[config.mk]
export PLATFORM = sky130hd
export DESIGN_NAME = fcs3_config_reg
export DESIGN_NICKNAME = d
export VERILOG_FILES = /design/src/fcs3_pkg.sv /design/src/fcs3_config_reg.sv /design/src/fcs3_lock_mem.sv
export SDC_FILE = /design/constraint.sdc
export NUM_CORES = 1
export LEC_CHECK = 0
export ABC_AREA = 1
export BUFFER_PORTS_ARGS = -buffer_cell sky130_fd_sc_hd__buf_2
export CAP_MARGIN = 40
export CORE_MARGIN = 2
export CORE_UTILIZATION = 35
export CTS_BUF_LIST = sky130_fd_sc_hd__clkbuf_4 sky130_fd_sc_hd__clkbuf_8
export CTS_CLUSTER_DIAMETER = 40
export DETAILED_ROUTE_END_ITERATION = 12
export PLACE_DENSITY = 0.6
export SLEW_MARGIN = 10
export SYNTH_ARGS = -nofsm -noshare
export SYNTH_HDL_FRONTEND = slang
export SYNTH_SLANG_ARGS = --single-unit
[constraint.sdc]
create_clock -name clk_sys -period 1.45 [get_ports clk_sys]
set_input_delay 0.0725 -clock clk_sys [delete_from_list [all_inputs] [get_ports clk_sys]]
set_output_delay 0.0725 -clock clk_sys [all_outputs]
set_load 0.05 [all_outputs]
[src/fcs3_pkg.sv]
// package of constants and carrier types for the pin, drive and protect config register
package fcs3_pkg;

    localparam int          REG_W          = 8;
    localparam int          POS_PIN_SEL    = 7;
    localparam int          POS_DRV_LO     = 5;
    localparam int          POS_DRV_HI     = 6;
    localparam int          POS_SCHEME     = 2;
    localparam logic [7:0]  REG_RESET      = 8'h20;
    localparam logic [7:0]  REG_RW_MASK    = 8'hE4;

    localparam logic [1:0]  DRV_RSVD       = 2'h0;
    localparam logic [1:0]  DRV_FULL       = 2'h1;
    localparam logic [1:0]  DRV_TWO_THIRD  = 2'h2;
    localparam logic [1:0]  DRV_ONE_THIRD  = 2'h3;

    // strength in percent of full, nominal and boosted at low supply
    localparam logic [7:0]  PCT_FULL       = 8'h64;
    localparam logic [7:0]  PCT_TWO_THIRD  = 8'h42;
    localparam logic [7:0]  PCT_ONE_THIRD  = 8'h21;
    localparam logic [7:0]  PCT_FULL_LV    = 8'hA6;
    localparam logic [7:0]  PCT_TWO_LV     = 8'h84;
    localparam logic [7:0]  PCT_ONE_LV     = 8'h63;

    localparam logic [7:0]  CMD_BLOCK_LOCK   = 8'h36;
    localparam logic [7:0]  CMD_BLOCK_UNLOCK = 8'h39;

    localparam int          BLOCKS_DEF     = 128;
    localparam int          BLK_AW         = 7;

    typedef struct packed {
        logic             strobe;
        logic [REG_W-1:0] data;
    } fcs3_wr_type;

    typedef struct packed {
        logic             strobe;
        logic [7:0]       opcode;
        logic [BLK_AW-1:0] block;
    } fcs3_lock_type;

    typedef struct packed {
        logic             strobe;
        logic [BLK_AW-1:0] block;
        logic             range_hit;
    } fcs3_check_type;

    typedef enum logic [1:0] {
        PIN_HOLD  = 2'b00,
        PIN_RESET = 2'b01,
        PIN_DATA  = 2'b10
    } fcs3_pin_mode_type;

endpackage
[src/fcs3_config_reg.sv]
// pin function, drive strength and write protect scheme register bank
`timescale 1ns/100ps
`default_nettype none

// Functional notes
// RULE1 - bit 7 picks hold (0) or hardware reset (1) for the shared pin, read/write, default 0.
// RULE2 - the hold/reset choice only acts while quad enable is clear.
// RULE3 - with quad enable set the shared pin is only data and both control uses are ignored.
// RULE4 - bits 6:5 are a read/write drive field, default 01, used when driving read data.
// RULE5 - drive 01 is full, 10 two thirds, 11 one third, 00 reserved and not to be written.
// RULE6 - at low supply the strength is boosted 1.66x, 2x or 3x for full, two thirds, one third.
// RULE7 - bit 2 at 0 uses the range protection bits of the first status register.
// RULE8 - bit 2 at 1 ignores range bits and uses a lock bit per block for program and erase.
// RULE9 - every block lock bit is 1 after power-on and after any device reset.
// RULE10 - in per-block mode opcode 36h locks and 39h unlocks the addressed block.
// RULE11 - the host should tune the drive setting to its board instead of keeping the default.
// RULE12 - bits 4:3 and 1:0 read as 0 and writes to them are ignored.
// RULE13 - with quad enable set the write protect and hold/reset pins become data lines 3 and 4.
// RULE14 - the register changes only on a write status command with write enable latch set and writes permitted; code also loads REG_RESET on device reset.
module fcs3_config_reg
    import fcs3_pkg::*;
#(
    parameter int BLOCKS = fcs3_pkg::BLOCKS_DEF
) (
    input  wire logic                     clk_sys,
    input  wire logic                     rst_b,
    input  wire logic                     device_reset,
    input  wire fcs3_pkg::fcs3_wr_type    wr_req,
    input  wire logic                     write_enable_latch,
    input  wire logic                     wr_permit,
    input  wire logic                     quad_io_enable,
    input  wire fcs3_pkg::fcs3_lock_type  lock_req,
    input  wire fcs3_pkg::fcs3_check_type check_req,
    input  wire logic                     hold_reset_pin_b,
    input  wire logic                     low_vcc,
    input  wire logic                     wp_pin_b,
    output logic [7:0]                    reg_rd_data_ff,
    output logic                          hold_active_ff,
    output logic                          hw_reset_req_ff,
    output logic                          pins_are_data_ff,
    output logic                          wp_active_ff,
    output logic [1:0]                    drive_strength_field_ff,
    output logic [7:0]                    drive_pct_ff,
    output logic                          protect_scheme_select_ff,
    output logic                          check_done_ff,
    output logic                          pe_allowed_ff
);

    import fcs3_pkg::*;

    typedef struct packed {
        logic [7:0]        cfg;
        logic [1:0]        pin_sync;
        logic [1:0]        vcc_sync;
        logic [1:0]        wp_sync;
        fcs3_pin_mode_type mode;
        logic              data;
        logic [1:0]        qe_hist;
        logic              hold;
        logic              hwrst;
        logic              wp;
        logic [7:0]        pct;
        logic              chk_p1;
        logic              chk_scheme;
        logic              chk_hit;
        logic              done;
        logic              allowed;
    } fcs3_state_type;

    fcs3_state_type st_ff;
    fcs3_state_type nxt_st;
    logic           lock_rd;
    logic           any_reset;
    logic           lock_wr;

    function automatic logic [7:0] drive_pct(input logic [1:0] code, input logic lv);
        logic [7:0] p;
        p = PCT_FULL;
        case (code)
            DRV_TWO_THIRD: p = lv ? PCT_TWO_LV : PCT_TWO_THIRD; // RULE5 RULE6
            DRV_ONE_THIRD: p = lv ? PCT_ONE_LV : PCT_ONE_THIRD; // RULE5 RULE6
            default:       p = lv ? PCT_FULL_LV : PCT_FULL;     // RULE5 RULE6
        endcase
        return p;
    endfunction

    // opcode decode for the block lock and unlock commands
    function automatic logic is_lock_op(input logic [7:0] op);
        return (op == CMD_BLOCK_LOCK);
    endfunction

    function automatic logic is_unlock_op(input logic [7:0] op);
        return (op == CMD_BLOCK_UNLOCK);
    endfunction

    // device resets include the one raised by our own pin
    assign any_reset = device_reset | st_ff.hwrst;

    assign lock_wr = lock_req.strobe & st_ff.cfg[POS_SCHEME] &
                     (is_lock_op(lock_req.opcode) | is_unlock_op(lock_req.opcode)); // RULE10

    fcs3_lock_mem #(
        .BLOCKS     (BLOCKS),
        .AW         (BLK_AW)
    ) u_lock_mem (
        .clk_sys    (clk_sys),
        .rst_b      (rst_b),
        .lock_all   (any_reset),
        .wr_en      (lock_wr),
        .wr_val     (is_lock_op(lock_req.opcode)),
        .wr_addr    (lock_req.block),
        .rd_addr    (check_req.block),
        .rd_data_ff (lock_rd)
    );

    always_comb
    begin
        nxt_st = st_ff;
        nxt_st.pin_sync = {st_ff.pin_sync[0], hold_reset_pin_b};
        nxt_st.vcc_sync = {st_ff.vcc_sync[0], low_vcc};
        nxt_st.wp_sync  = {st_ff.wp_sync[0], wp_pin_b};

        if (any_reset)
        begin
            nxt_st.cfg = REG_RESET;
        end
        else if (wr_req.strobe && write_enable_latch && wr_permit) // RULE14
        begin
            nxt_st.cfg = wr_req.data & REG_RW_MASK; // RULE1 RULE4 RULE12
            if (wr_req.data[POS_DRV_HI:POS_DRV_LO] == DRV_RSVD)
            begin
                // reserved drive code keeps the old setting
                nxt_st.cfg[POS_DRV_HI:POS_DRV_LO] = st_ff.cfg[POS_DRV_HI:POS_DRV_LO]; // RULE5
            end
        end

        if (quad_io_enable)
        begin
            nxt_st.mode = PIN_DATA; // RULE3 RULE13
        end
        else if (st_ff.cfg[POS_PIN_SEL])
        begin
            nxt_st.mode = PIN_RESET; // RULE1 RULE2
        end
        else
        begin
            nxt_st.mode = PIN_HOLD; // RULE1 RULE2
        end

        nxt_st.data    = quad_io_enable; // RULE13
        nxt_st.qe_hist = {st_ff.qe_hist[0], quad_io_enable};

        nxt_st.hold  = 1'b0;
        nxt_st.hwrst = 1'b0;
        // pin samples taken while the pin carried data must not act
        if (st_ff.qe_hist == 2'h0) // RULE3
        begin
            case (st_ff.mode)
                PIN_HOLD:  nxt_st.hold  = ~st_ff.pin_sync[1]; // RULE2
                PIN_RESET: nxt_st.hwrst = ~st_ff.pin_sync[1] & ~st_ff.hwrst; // RULE2
                PIN_DATA:  nxt_st.hold  = 1'b0; // RULE3
                default:   nxt_st.hold  = 1'b0;
            endcase
        end
        nxt_st.wp = ~quad_io_enable & ~st_ff.wp_sync[1]; // RULE13

        nxt_st.pct = drive_pct(st_ff.cfg[POS_DRV_HI:POS_DRV_LO], st_ff.vcc_sync[1]); // RULE6

        nxt_st.chk_p1     = check_req.strobe;
        nxt_st.chk_scheme = st_ff.cfg[POS_SCHEME];
        nxt_st.chk_hit    = check_req.range_hit;
        nxt_st.done       = st_ff.chk_p1;
        if (st_ff.chk_p1)
        begin
            if (st_ff.chk_scheme)
            begin
                nxt_st.allowed = ~lock_rd; // RULE8
            end
            else
            begin
                nxt_st.allowed = ~st_ff.chk_hit; // RULE7
            end
        end
    end

    always_ff @(posedge clk_sys or negedge rst_b)
    begin
        if (!rst_b)
        begin
            st_ff <= '{cfg: REG_RESET, pin_sync: 2'h3, vcc_sync: 2'h0, wp_sync: 2'h3,
                       mode: PIN_HOLD, data: 1'b0, qe_hist: 2'h0,
                       hold: 1'b0, hwrst: 1'b0, wp: 1'b0, pct: PCT_FULL,
                       chk_p1: 1'b0, chk_scheme: 1'b0, chk_hit: 1'b0, done: 1'b0,
                       allowed: 1'b0};
        end
        else
        begin
            st_ff <= nxt_st;
        end
    end

    assign reg_rd_data_ff           = st_ff.cfg; // RULE12
    assign hold_active_ff           = st_ff.hold;
    assign hw_reset_req_ff          = st_ff.hwrst;
    assign pins_are_data_ff         = st_ff.data; // RULE13
    assign wp_active_ff             = st_ff.wp;
    assign drive_strength_field_ff  = st_ff.cfg[POS_DRV_HI:POS_DRV_LO]; // RULE4
    assign drive_pct_ff             = st_ff.pct;
    assign protect_scheme_select_ff = st_ff.cfg[POS_SCHEME];
    assign check_done_ff            = st_ff.done;
    assign pe_allowed_ff            = st_ff.allowed;

endmodule

`default_nettype wire

[src/fcs3_lock_mem.sv]
// per-block lock bit store with registered lookup
`timescale 1ns/100ps
`default_nettype none

module fcs3_lock_mem #(
    parameter int BLOCKS = 128,
    parameter int AW     = 7
) (
    input  wire logic          clk_sys,
    input  wire logic          rst_b,
    input  wire logic          lock_all,
    input  wire logic          wr_en,
    input  wire logic          wr_val,
    input  wire logic [AW-1:0] wr_addr,
    input  wire logic [AW-1:0] rd_addr,
    output var  logic          rd_data_ff
);

    typedef struct packed {
        logic [BLOCKS-1:0] bits;
        logic              rd;
    } fcs3_mem_type;

    fcs3_mem_type st_ff;
    fcs3_mem_type nxt_st;

    always_comb
    begin
        nxt_st = st_ff;
        if (lock_all)
        begin
            nxt_st.bits = '1; // RULE9
        end
        else if (wr_en)
        begin
            nxt_st.bits[wr_addr] = wr_val; // RULE10
        end
        nxt_st.rd = st_ff.bits[rd_addr];
    end

    always_ff @(posedge clk_sys or negedge rst_b)
    begin
        if (!rst_b)
        begin
            st_ff <= '1; // RULE9
        end
        else
        begin
            st_ff <= nxt_st;
        end
    end

    assign rd_data_ff = st_ff.rd;

endmodule

`default_nettype wire

==> metrics.txt <==
largest net degree at the start of global routing 62; Mapped Area 8410 um^2; post-route insts no fill 1432; Seq/Total Area, Yosys 48.5%; Initial Utilization approximately 36%; core area 23500 um^2; most frequent cells after synthesis 248 x nand3_1, 168 x nand2_1, 137 x dfstp_2; Area growth, synth to finish 22.4%; clock latency on the worst-skew pair approximately 0.47 ns; crit start category register; post-synth cell types 30; Max-Cap Viols 0; Placed Area 9460 um^2; Crit Path Class reg2reg; Top FF cell, synth dfstp_2; met3 usage 3.70%; # clock sinks between 150 and 200; Tcrit/Tclk final between 90% and 100%; TritonCTS clock tree built; EDFF count, synth 0; final setup vio count 0; RSZ-0062 raised after global routing yes; global routing met1 resource utilization 30.3%; Final nets roughly 1100; number of I/O pins 68; setup slack at placement -0.0451 ns; min cycle time layout between 1 and 1.5 ns; Fin Clk Skew between 0.01 and 0.015 ns; worst path required time 1.85 ns; YS warnings 0; Synth area leaders dfstp_2 43%, nand3_1 15%, nand4_1 9.5%; clk slew on worst S/H paths 0.10 ns; I/O Buffers 57; Antenna diodes 0; worst-path maximum fanout 6; vias in the first global route 7980; per-cell routed wire length between 15 and 20 um; PwrDens 891 nW/um^2; Min Hold Slack 0.0206 ns; Placed Cells ~1400; status completed; initial DRC count 812; Die Wd 159 um; post-route ant nets 0; CTS Buf Count 17; Fin. Hold Viols 0; die height around 160 um; Die ar. about 25000 um^2; met2 track demand over resource a little over a third; GRT Util Overall between 20% and 30%; Synth async-reset ratio 100%; Avg Cell Area, Syn 8.15 um^2; initial antenna violation count 0; GRT overflow 0; Synth Instances roughly 1000; H-tree lvl count 4; FF+latch count, synth between 150 and 200; Setup WS post-layout ~0.0016 ns; Slew Limit Fails 0; Residual DRC 0; clk root buf clkbuf_8; global route hottest layer met2; Finished Cell Area just over 10000 um^2; area share of the largest cell type after synthesis 42.8%; clk buf depth 2; layout cells sized above 1 ~34%; Arrival @ worst endpoint 1.85 ns; Post-DP HPWL 16.8 mm; total negative slack 0 ns; Power, Total slightly above 9 mW; final WL about 28 mm; Row Count 56; count leader, synth nand3_1; Worst Hold Class in2reg; first-pass GRT wire length roughly 45 mm; Max VDD drop 0.524 mV; routed via count slightly above 8000; Yosys top cell by area dfstp_2; Pre-Repair DR Iteration Count 5; achievable frequency approximately 690 MHz; Final Core Density a little over two fifths; drt via density ~5.7; gpl congestion roughly 0.81; Lkg Pwr between 4 and 5 nW; CP endpoint kind register
-- cell type report --
type                    count  area [um^2]
repair buffers            148         1360
flip-flops and latches    156         4080
well taps                 319          399
clock inverters            15          163
clock buffers              17          234
multi-input cells         731         3880
inverters                  46          173
fillers                  2395        13300
-- power by group --
part	total, mW	switching (mW)	leakage, nW	internal [mW]
Sequential	4.47	0.0264	1.68	4.44
Clock	3.40	1.84	0.194	1.56
Combinational	1.30	0.943	2.17	0.357
Total	9.17	2.81	4.04	6.36
-- critical path, stage by stage, from the launching register on --
cell and delay (ns):
dfrtp_2 0.37, nand2_2 0.05, nor2_2 0.08, nand2_2 0.10, nor2_4 0.17, buf_12 0.16, nand2_8 0.07, clkbuf_16 0.18
o21ai_1 0.12, nand3_1 0.08
-- final timing paths --
| path | start | endpoint | slack [ns] | depth (start not counted) |
|---|---|---|---|---|
| max reg2reg | reg_rd_data_ff[2] | u_lock_mem.st_ff[46] | 0.002 | 9 |
| min | check_req[6] | u_lock_mem.rd_data_ff | 0.02 | 5 |
| max | reg_rd_data_ff[2] | u_lock_mem.st_ff[46] | 0.002 | 9 |
| min reg2reg | nxt_st[22] | st_ff[22] | 0.36 | 0 |
| max in group asynchronous | rst_b | u_lock_mem.st_ff[44] | 0.75 | 3 |
| min in group asynchronous | rst_b | wp_active_ff | 0.05 | 2 |
-- cells by family (layout without fill, tap and decap cells) --
family                 after synthesis  count (layout)  synth area share, %
AND/OR/NAND/NOR                    585             585                 34.5
AO/OA/AOI/OAI                      138             138                 8.30
other                                1               6               0.0446
flip-flops                         156             156                 48.5
buffers and inverters              150             226                 8.44
multiplexers                         2               2                0.253
-- state kept, by name, summed over array words and instances (netlist names) --
register,flops
drive_pct_ff,6
u_lock_mem.st_ff,128
reg_rd_data_ff,4
st_ff,7
wp_active_ff,1
pe_allowed_ff,1
hold_active_ff,1
check_done_ff,1
u_lock_mem.rd_data_ff,1
hw_reset_req_ff,1
nxt_st,5
-- layout by cell type, fill, tap and decap left out, drive strengths merged, types with 2 or more instances in the layout --
master       count
buf            132
bufinv           2
clkbuf          18
clkinv           7
clkinvlp         3
conb             6
dfrtp           19
dfstp          137
dlygate4sd3     15
inv             49
nand2          170
nand3          248
nand4          128
nor2            37
o21ai          134
-- per-layer routing --
metal / routed length [um] / vias to the layer above
li1: - / 3771
met3: 1840 / 46
met4: 578 / 0
met1: 12200 / 3965
met2: 13400 / 315
met5: 0 / -
-- repair_timing --
action,4_1_cts,5_1_grt
pin swaps,1,9
hold buffers,15,0
setup buffers,0,0
setup endpoints to repair,20,128
cloned,0,1
resized for setup,9,134
endpoints found under the hold margin,77,0
Power figures use the tool's default switching activity.
